--- src/verilog/mbsi_pkg.sv ---
/*
  Package for the host-bus slave and interrupt controller of the line multiplexer.
  Holds bit positions, timing constants, reset values and the bus carrier structs.
  Assumes a 100 MHz system clock.
*/
package mbsi_pkg;

  // ****************************************************************
  // Timing
  // ****************************************************************
  localparam int CLK_PERIOD_NS   = 10;                     // System clock period
  localparam int CLR_PULSE_NS    = 2400;                   // Master clear one-shot
  localparam int CLR_EXTRA_NS    = 300;                    // Read-back stretch
  localparam int CLR_PULSE_CYC   = CLR_PULSE_NS / CLK_PERIOD_NS;
  localparam int CLR_EXTRA_CYC   = (CLR_EXTRA_NS + CLK_PERIOD_NS - 1) / CLK_PERIOD_NS;
  localparam int CNT_W           = 9;                      // Counter width
  localparam logic [CNT_W-1:0] CNT_ZERO = 9'h000;
  localparam logic [CNT_W-1:0] CNT_ONE  = 9'h001;
  localparam logic [CNT_W-1:0] CLR_LOAD = CNT_W'(CLR_PULSE_CYC);
  localparam logic [CNT_W-1:0] EXT_LOAD = CNT_W'(CLR_EXTRA_CYC);

  // ****************************************************************
  // Control and status register bit positions
  // ****************************************************************
  localparam int CSR_CLR_BIT   = 4;                        // Master clear
  localparam int CSR_RIE_BIT   = 6;                        // Receiver interrupt enable
  localparam int CSR_SAE_BIT   = 12;                       // Silo alarm enable
  localparam int CSR_TIE_BIT   = 14;                       // Transmit interrupt enable
  localparam int ADDR_BYTE_BIT = 0;                        // Byte address bit
  localparam int VEC_LO_BIT    = 3;                        // Lowest switch vector bit
  localparam int VEC_HI_BIT    = 8;                        // Highest switch vector bit
  localparam int VEC_TX_BIT    = 2;                        // Transmitter vector bit
  localparam int SILO_ALARM_LEVEL = 16;                    // Characters for alarm
  localparam int RX_DONE_LEVEL    = 1;                     // Characters for done

  localparam logic [15:0] DATA_ZERO = 16'h0000;
  localparam logic [3:0]  DTR_ZERO  = 4'h0;
  localparam logic [1:0]  LANE_NONE = 2'h0;

  // ****************************************************************
  // Carriers
  // ****************************************************************
  typedef struct packed {
    logic sync_n;                                          // Bus sync, active low
    logic dout_n;                                          // Write strobe, active low
    logic din_n;                                           // Read strobe, active low
    logic wtbt_n;                                          // Write/byte, active low
    logic iaki_n;                                          // Acknowledge in, active low
    logic init_n;                                          // Bus initialize, active low
  } mbsi_bus_s;

  typedef struct packed {
    logic       rx_char_ready;                             // Receive buffer has a char
    logic       silo_alarm;                                // Silo reached alarm level
    logic       tx_ready;                                  // Transmit register empty
  } mbsi_core_s;

endpackage : mbsi_pkg

--- src/verilog/mbsi_top.sv ---
/*
  Host-bus slave end and two-channel vectored interrupt logic.
  Assumes address decode, register contents and UART core sit outside;
  bus inputs are synchronous to clk; open-drain bus outputs are given as
  drive enables (high = pull line low).
*/
`timescale 1ns/1ps
module mbsi_top (
  input  wire logic               clk,
  input  wire logic               rstn,
  input  wire mbsi_pkg::mbsi_bus_s bus_in,
  input  wire logic               address_hit,
  input  wire logic               addr_bit0,
  input  wire logic               csr_select,
  input  wire logic [15:0]        bus_data_in,
  input  wire logic               read_drive,
  input  wire logic [15:0]        read_data,
  input  wire mbsi_pkg::mbsi_core_s core_in,
  input  wire logic [5:0]         vector_switches,
  input  wire logic               dtr_write,
  input  wire logic [3:0]         dtr_data,
  output logic                    reply_oe_r,
  output logic                    irq_oe_r,
  output logic                    iako_n_r,
  output logic [15:0]             bus_data_out_r,
  output logic                    bus_data_oe_r,
  output logic                    low_byte_write_r,
  output logic                    high_byte_write_r,
  output logic                    reg_select_r,
  output logic                    master_clear_pulse_r,
  output logic                    modem_line_clear_r,
  output logic [3:0]              terminal_ready_bits_r,
  output logic                    vector_drive_r,
  output logic                    vector_bit_two_sel_r,
  output logic                    rx_interrupt_enable_r,
  output logic                    alarm_interrupt_enable_r,
  output logic                    tx_interrupt_enable_r,
  output logic                    clear_readback_r
);
  import mbsi_pkg::*;

  // ****************************************************************
  // Decoding helpers
  // ****************************************************************
  // Byte lanes {high, low} for a write
  function automatic logic [1:0] lane_sel(input logic wtbt_n, input logic a0);
    if (wtbt_n) begin
      lane_sel = 2'h3;                                     // Word: both
    end else if (a0) begin
      lane_sel = 2'h2;                                     // High byte
    end else begin
      lane_sel = 2'h1;                                     // Low byte
    end
  endfunction : lane_sel

  typedef enum {ST_IDLE, ST_ADDR, ST_DATA, ST_WAIT_END} mbsi_cyc_e;

  mbsi_cyc_e        cyc_r;                                 // Bus cycle state
  logic             sync_d_r;                              // Previous sync level
  logic             a0_r;                                  // Latched address bit 0
  logic             hit_r;                                 // Latched decode
  logic [CNT_W-1:0] clr_cnt_r;                             // One-shot counter
  logic [CNT_W-1:0] ext_cnt_r;                             // Read-back stretch counter
  logic             rx_pend_r;                             // Receiver request pending
  logic             tx_pend_r;                             // Transmitter request pending
  logic             vec_tx_r;                              // Vector cycle is transmitter
  logic             chan_clear;                            // Any clear event
  logic             csr_low_wr;                            // CONTROL_STATUS_REG low byte write strobe
  logic             csr_high_wr;                           // CONTROL_STATUS_REG high byte write strobe
  logic             rx_cond;                               // Enabled receiver condition
  logic             tx_cond;                               // Enabled transmitter condition
  logic             ack_here;                              // Acknowledge with read strobe
  logic [1:0]       lanes;                                 // Lanes for this write

  // ****************************************************************
  // Combinational terms
  // ****************************************************************
  assign lanes       = lane_sel(bus_in.wtbt_n, a0_r);
  assign csr_low_wr  = (cyc_r == ST_ADDR) && !bus_in.dout_n && hit_r && csr_select && lanes[0];
  assign csr_high_wr = (cyc_r == ST_ADDR) && !bus_in.dout_n && hit_r && csr_select && lanes[1];
  assign chan_clear  = master_clear_pulse_r || !bus_in.init_n;
  // Alarm enable hides receiver done
  assign rx_cond = (rx_interrupt_enable_r && !alarm_interrupt_enable_r && core_in.rx_char_ready)
                 || (alarm_interrupt_enable_r && core_in.silo_alarm);
  assign tx_cond = tx_interrupt_enable_r && core_in.tx_ready;
  assign ack_here = !bus_in.din_n && !bus_in.iaki_n;

  // ****************************************************************
  // Write cycle sequencing
  // ****************************************************************
  // Latch decode on sync leading edge, write on data strobe, end on sync
  always_ff @(posedge clk or negedge rstn) begin
    if (!rstn) begin
      cyc_r    <= ST_IDLE;
      sync_d_r <= 1'b0;
      a0_r     <= 1'b0;
      hit_r    <= 1'b0;
    end else begin
      sync_d_r <= !bus_in.sync_n;
      case (cyc_r)
        ST_IDLE: begin
          if (!bus_in.sync_n && !sync_d_r) begin
            a0_r  <= addr_bit0;
            hit_r <= address_hit;
            cyc_r <= ST_ADDR;
          end
        end
        ST_ADDR: begin
          if (bus_in.sync_n) begin
            cyc_r <= ST_IDLE;
          end else if (!bus_in.dout_n && hit_r) begin
            cyc_r <= ST_DATA;
          end
        end
        ST_DATA: begin
          if (bus_in.dout_n) begin
            cyc_r <= ST_WAIT_END;
          end
        end
        default: begin
          if (bus_in.sync_n) begin
            cyc_r <= ST_IDLE;
            hit_r <= 1'b0;
          end
        end
      endcase
    end
  end

  // Byte lane strobes and register select, released with sync
  always_ff @(posedge clk or negedge rstn) begin
    if (!rstn) begin
      low_byte_write_r  <= 1'b0;
      high_byte_write_r <= 1'b0;
      reg_select_r      <= 1'b0;
    end else if (bus_in.sync_n) begin
      low_byte_write_r  <= 1'b0;
      high_byte_write_r <= 1'b0;
      reg_select_r      <= 1'b0;
    end else begin
      reg_select_r <= hit_r || ((cyc_r == ST_IDLE) && address_hit);
      if ((cyc_r == ST_ADDR) && !bus_in.dout_n && hit_r) begin
        low_byte_write_r  <= lanes[0];
        high_byte_write_r <= lanes[1];
      end else if (bus_in.dout_n) begin
        low_byte_write_r  <= 1'b0;
        high_byte_write_r <= 1'b0;
      end
    end
  end

  // ****************************************************************
  // Reply and data drivers
  // ****************************************************************
  // Reply for write, read or vector; vector overrides decode
  always_ff @(posedge clk or negedge rstn) begin
    if (!rstn) begin
      reply_oe_r     <= 1'b0;
      bus_data_oe_r  <= 1'b0;
      bus_data_out_r <= DATA_ZERO;
    end else if (vector_drive_r) begin
      reply_oe_r     <= 1'b1;
      bus_data_oe_r  <= 1'b1;
      bus_data_out_r <= DATA_ZERO;
      bus_data_out_r[VEC_HI_BIT:VEC_LO_BIT] <= vector_switches;
      bus_data_out_r[VEC_TX_BIT] <= vec_tx_r;
    end else if (hit_r && !bus_in.sync_n && !bus_in.din_n && read_drive) begin
      reply_oe_r     <= 1'b1;
      bus_data_oe_r  <= 1'b1;
      bus_data_out_r <= read_data;
    end else begin
      reply_oe_r     <= (cyc_r == ST_DATA) && !bus_in.dout_n;
      bus_data_oe_r  <= 1'b0;
      bus_data_out_r <= DATA_ZERO;
    end
  end

  // ****************************************************************
  // Enables held in the interrupt logic
  // ****************************************************************
  // Written through CONTROL_STATUS_REG byte strobes, cleared by any clear
  always_ff @(posedge clk or negedge rstn) begin
    if (!rstn) begin
      rx_interrupt_enable_r    <= 1'b0;
      alarm_interrupt_enable_r <= 1'b0;
      tx_interrupt_enable_r    <= 1'b0;
    end else if (chan_clear) begin
      rx_interrupt_enable_r    <= 1'b0;
      alarm_interrupt_enable_r <= 1'b0;
      tx_interrupt_enable_r    <= 1'b0;
    end else begin
      if (csr_low_wr) begin
        rx_interrupt_enable_r <= bus_data_in[CSR_RIE_BIT];
      end
      if (csr_high_wr) begin
        alarm_interrupt_enable_r <= bus_data_in[CSR_SAE_BIT];
        tx_interrupt_enable_r    <= bus_data_in[CSR_TIE_BIT];
      end
    end
  end

  // ****************************************************************
  // Master clear one-shot and read-back stretch
  // ****************************************************************
  always_ff @(posedge clk or negedge rstn) begin
    if (!rstn) begin
      clr_cnt_r            <= CNT_ZERO;
      master_clear_pulse_r <= 1'b0;
    end else if (csr_low_wr && bus_data_in[CSR_CLR_BIT] && clr_cnt_r == CNT_ZERO) begin
      clr_cnt_r            <= CLR_LOAD;
      master_clear_pulse_r <= 1'b1;
    end else if (clr_cnt_r != CNT_ZERO) begin
      clr_cnt_r            <= clr_cnt_r - CNT_ONE;
      master_clear_pulse_r <= (clr_cnt_r != CNT_ONE);
    end else begin
      master_clear_pulse_r <= 1'b0;
    end
  end

  // Modem clear follows bus initialize
  always_ff @(posedge clk or negedge rstn) begin
    if (!rstn) begin
      modem_line_clear_r <= 1'b0;
    end else begin
      modem_line_clear_r <= !bus_in.init_n;
    end
  end

  // Read-back: OR of both clears, stretched after they end
  always_ff @(posedge clk or negedge rstn) begin
    if (!rstn) begin
      ext_cnt_r        <= CNT_ZERO;
      clear_readback_r <= 1'b0;
    end else if (master_clear_pulse_r || modem_line_clear_r) begin
      ext_cnt_r        <= EXT_LOAD;
      clear_readback_r <= 1'b1;
    end else if (ext_cnt_r != CNT_ZERO) begin
      ext_cnt_r        <= ext_cnt_r - CNT_ONE;
      clear_readback_r <= 1'b1;
    end else begin
      clear_readback_r <= 1'b0;
    end
  end

  // Terminal ready bits: modem clear only, master clear leaves them
  always_ff @(posedge clk or negedge rstn) begin
    if (!rstn) begin
      terminal_ready_bits_r <= DTR_ZERO;
    end else if (modem_line_clear_r) begin
      terminal_ready_bits_r <= DTR_ZERO;
    end else if (dtr_write) begin
      terminal_ready_bits_r <= dtr_data;
    end
  end

  // ****************************************************************
  // Interrupt channels
  // ****************************************************************
  // Pending requests; set beats acknowledge clear only when not taken
  always_ff @(posedge clk or negedge rstn) begin
    if (!rstn) begin
      rx_pend_r <= 1'b0;
      tx_pend_r <= 1'b0;
    end else if (chan_clear) begin
      rx_pend_r <= 1'b0;
      tx_pend_r <= 1'b0;
    end else if (ack_here && !vector_drive_r && (rx_pend_r || tx_pend_r)) begin
      rx_pend_r <= rx_pend_r ? 1'b0 : rx_cond;
      tx_pend_r <= rx_pend_r ? (tx_pend_r && tx_interrupt_enable_r) : 1'b0;
    end else begin
      rx_pend_r <= (rx_pend_r && (rx_interrupt_enable_r || alarm_interrupt_enable_r))
                 || rx_cond;
      tx_pend_r <= (tx_pend_r && tx_interrupt_enable_r) || tx_cond;
    end
  end

  // Vector drive across acknowledge; receiver first in the chain
  always_ff @(posedge clk or negedge rstn) begin
    if (!rstn) begin
      vector_drive_r       <= 1'b0;
      vector_bit_two_sel_r <= 1'b0;
      vec_tx_r             <= 1'b0;
      irq_oe_r             <= 1'b0;
      iako_n_r             <= 1'b1;
    end else begin
      if (!vector_drive_r && ack_here && (rx_pend_r || tx_pend_r) && !chan_clear) begin
        vector_drive_r       <= 1'b1;
        vector_bit_two_sel_r <= !rx_pend_r;
        vec_tx_r             <= !rx_pend_r;
      end else if (vector_drive_r && bus_in.din_n) begin
        vector_drive_r       <= 1'b0;
        vector_bit_two_sel_r <= 1'b0;
        vec_tx_r             <= 1'b0;
      end
      irq_oe_r <= (rx_pend_r || tx_pend_r) && !vector_drive_r && !ack_here;
      iako_n_r <= bus_in.iaki_n || rx_pend_r || tx_pend_r || vector_drive_r;
    end
  end

endmodule : mbsi_top

--- config.mk ---
export PLATFORM = sky130hd
export DESIGN_NAME = mbsi_top
export DESIGN_NICKNAME = d
export VERILOG_FILES = /design/src/verilog/mbsi_pkg.sv /design/src/verilog/mbsi_top.sv
export SDC_FILE = /design/constraint.sdc
export NUM_CORES = 1
export LEC_CHECK = 0
export BUFFER_PORTS_ARGS = -buffer_cell sky130_fd_sc_hd__buf_2
export CORE_AREA = 2 2 57 99
export DETAILED_ROUTE_END_ITERATION = 8
export DIE_AREA = 0 0 59 101
export HOLD_SLACK_MARGIN = 0.1
export PLACE_DENSITY = 0.82
export REMOVE_ABC_BUFFERS = 1
export SETUP_SLACK_MARGIN = 0.1
export SYNTH_ARGS = -nofsm -noshare
export SYNTH_HDL_FRONTEND = slang
export SYNTH_SLANG_ARGS = --single-unit
--- constraint.sdc ---
create_clock -name clk -period 3.89 [get_ports clk]
set_clock_uncertainty 0.15 [all_clocks]
set_input_delay 0.389 -clock clk [delete_from_list [all_inputs] [get_ports clk]]
set_output_delay 0.389 -clock clk [all_outputs]
set_load 0.01 [all_outputs]
==> results_dict.tcl <==
set metrics [dict create \
    status "completed" \
    tightest_slew_ns 1.002 \
    synth_cells 245 \
    numPortBuffers 80 \
    fin_crit_ns 2.278 \
    antenna_found_initial 0 \
    wirelength_mm 5.865 \
    ys_types 48 \
    endpoint_kind "register" \
    r2r_slack_ns 1.61 \
    startpoint "clr_cnt_r[0]" \
    cp_num_cells 6 \
    maxSlewViolCount 0 \
    min_period_over_period_pct 58.56 \
    vias 2173 \
    fin_util_pct 63.78 \
    yosysTopAreaCellShare_pct 55.48 \
    initial_core_util_pct 51.50 \
    clockRootBuffer "clkbuf_8" \
    relSlewSlack_pct 33.20 \
    grt_pass1_wl_mm 9.694 \
    maxCapViolCount 0 \
    slowest_stage "or4b_1" \
    setup_viol_count_final 0 \
    cts_buffer_depth 2 \
    synthTopCellsByArea "dfrtp_1, nor2_1, mux2i_1" \
    grt_max_degree 48 \
    grt_pass1_vias 2262 \
    synthArstFlopShare_pct 100.0 \
    cpLargestDelayFamily "simple AND/OR/NAND/NOR gates" \
    syn_area_per_cell_um2 10.86 \
    drtAntennaViolNets 0 \
    worstHoldPathCells 2 \
    gp_congestion 0.8220 \
    path_clk_slew_ns 0.07 \
    cp_data_required_time_ns 3.96 \
    synthToLayoutAreaGrowth_pct 23.84 \
    viasPerCell 5.572 \
    drive_above_1_share_pct 31.64 \
    rows 35 \
    coreArea_mm2 0.005167 \
    synth_seq_area_share_pct 56.46 \
    die_area_mm2 0.005959 \
    drc 0 \
    r2r_start "clr_cnt_r[0]" \
    yosys_warnings 0 \
    synth-edff-count 0 \
    die_h_um 101 \
    io_pins 93 \
    fmax_mhz 439.0 \
    h-tree-depth 3 \
    cts_resized 0 \
    clock-sinks 60 \
    dr.pass1.iters 4 \
    grt_overflow 0 \
    dp_hpwl_mm 4.518 \
    first_iter_violations 77 \
    nets 394 \
    crit_buf_inv 1 \
    hold_start "read_data[5]" \
    crit_type "reg -> reg" \
    rsz0062_at_grt "no" \
    grt_usage_pct 21.94 \
    finalHoldViolCount 0 \
    ys.flop_type "dfrtp_1" \
    power.density_mw_per_mm2 429.6 \
    worst_ep_arrival_time_ns 2.35 \
    cpPeakStageDelay_ns 0.61 \
    n_antenna_cell 0 \
    yosysTopAreaCell "dfrtp_1" \
    holdCritPathClass "in -> reg" \
    synth_area_mm2 0.002661 \
    ir_drop_uv 362.4 \
    ys_seq_elements 60 \
    crit_chain "inv_1 > ha_1 > or4b_1 > a311oi_2 > or4_1 > o22ai_1" \
    numCtsBuffers 9 \
    die_x_um 59 \
    critical_path.max_fanout 7 \
    cts_tree "done" \
    cts_setup_buffers 0 \
    tns_ns 0 \
    timing.rr.end "clr_cnt_r[7]" \
    whs_endpoint "bus_data_out_r[5]" \
    clk_latency_ns 0.34 \
    wl_per_cell_um 15.04 \
    rr_worst_depth 6 \
    cp-start-kind "register" \
    power.leakage_nw 1.627 \
]
==> flip-flops by register name, summed over array words and instances, names as in the netlist, 2 cells and up <==
signal / count
bus_data_out_r: 16
clr_cnt_r: 9
cyc_r: 2
ext_cnt_r: 9
terminal_ready_bits_r: 4
==> area by class of cell <==
cell class                      count  area, um2
Timing Repair Buffer               84      435.4
Tap cell                           55      68.82
Sequential cell                    60       1503
Clock buffer                       12      145.1
Inverter                           13      48.80
Clock inverter                      4      25.02
Fill cell                         425       1872
Multi-Input combinational cell    162       1070
==> report_power, final <==
group,internal [mW],total [mW],switching (mW)
Sequential,0.661,0.691,0.0297
Combinational,0.109,0.239,0.131
Clock,0.246,0.486,0.239
==> kinds of logic (layout without fill, tap and decap cells) <==
kind of cell | after synthesis | in the layout | synth area share [%]
adder cells (fa/ha/maj) | 6 | 6 | 2.821
buffers and inverters | 23 | 113 | 3.338
flip-flops | 60 | 60 | 56.46
AND/OR/NAND/NOR | 89 | 89 | 18.43
XOR/XNOR | 3 | 3 | 0.9875
AO/OA/AOI/OAI | 55 | 55 | 14.53
multiplexers | 9 | 9 | 3.432
==> placed cells by master (no fill, tap or decap), types with 5 or more instances in the layout <==
cell / count
dfrtp_1: 59
nand2_1: 14
a22o_1: 7
ha_1: 6
or4_1: 5
a21oi_1: 13
inv_1: 13
o21ai_0: 14
buf_2: 80
mux2i_1: 8
and3_1: 10
nor3_1: 8
clkbuf_8: 10
nor2_1: 26
nand2b_1: 6
==> metal layers <==
layer / wire (um) / vias up / track usage, % / share of wire, %
li1: - / 1047 / - / -
met1: 2092 / 1046 / 21.96 / 36
met2: 3331 / 65 / 39.83 / 57
met3: 272 / 15 / 6.290 / 4.6
met4: 169 / 0 / 10.66 / 2.9
met5: 0 / - / 0 / 0
==> metrics by stage <==
stage	std cells	cell area [um2]	total power, mW	hold slack (ns)	setup WS [ns]
3_3_place_gp	372	3105	0.9318	0.3148	1.696
6_report	390	3296	1.416	0.1135	1.612
2_1_floorplan	235	2621	0.8451	-0.05659	1.851
4_1_cts	390	3296	1.429	0.1030	1.624
5_1_grt	390	3296	1.496	0.1114	1.469
3_5_place_dp	372	3105	0.9429	0.3282	1.648
==> Yosys cell counts, types with 2 or more instances <==
cell type   n
nand2_1    14
or4_1       5
o21ai_0    14
a2111oi_0   2
nor2_1     26
o31ai_1     3
nand2b_1    6
nor3_1      8
buf_2       2
and3_1     10
inv_1      13
or2_2       2
clkbuf_1    8
and2_1      2
ha_1        6
or3_1       3
a31oi_1     3
mux2i_1     8
o22ai_1     2
o211ai_1    2
dfrtp_1    59
a21oi_1    13
xnor2_1     2
o21a_1      2
a22o_1      7
==> worst max path at each step <==
stage / endpoint / slack (ns)
finish: clr_cnt_r[7] / 1.61
global route: clr_cnt_r[7] / 1.47
CTS: clr_cnt_r[7] / 1.62
detailed placement: clr_cnt_r[7] / 1.65
global placement: clr_cnt_r[7] / 1.70
floorplan: clr_cnt_r[7] / 1.85
==> timing repair <==
item | CTS | global route
endpoints found under the setup margin | 0 | 0
hold buffers | 2 | 0
hold endpoints to repair | 30 | 0
(Power assumes the default switching activity.)
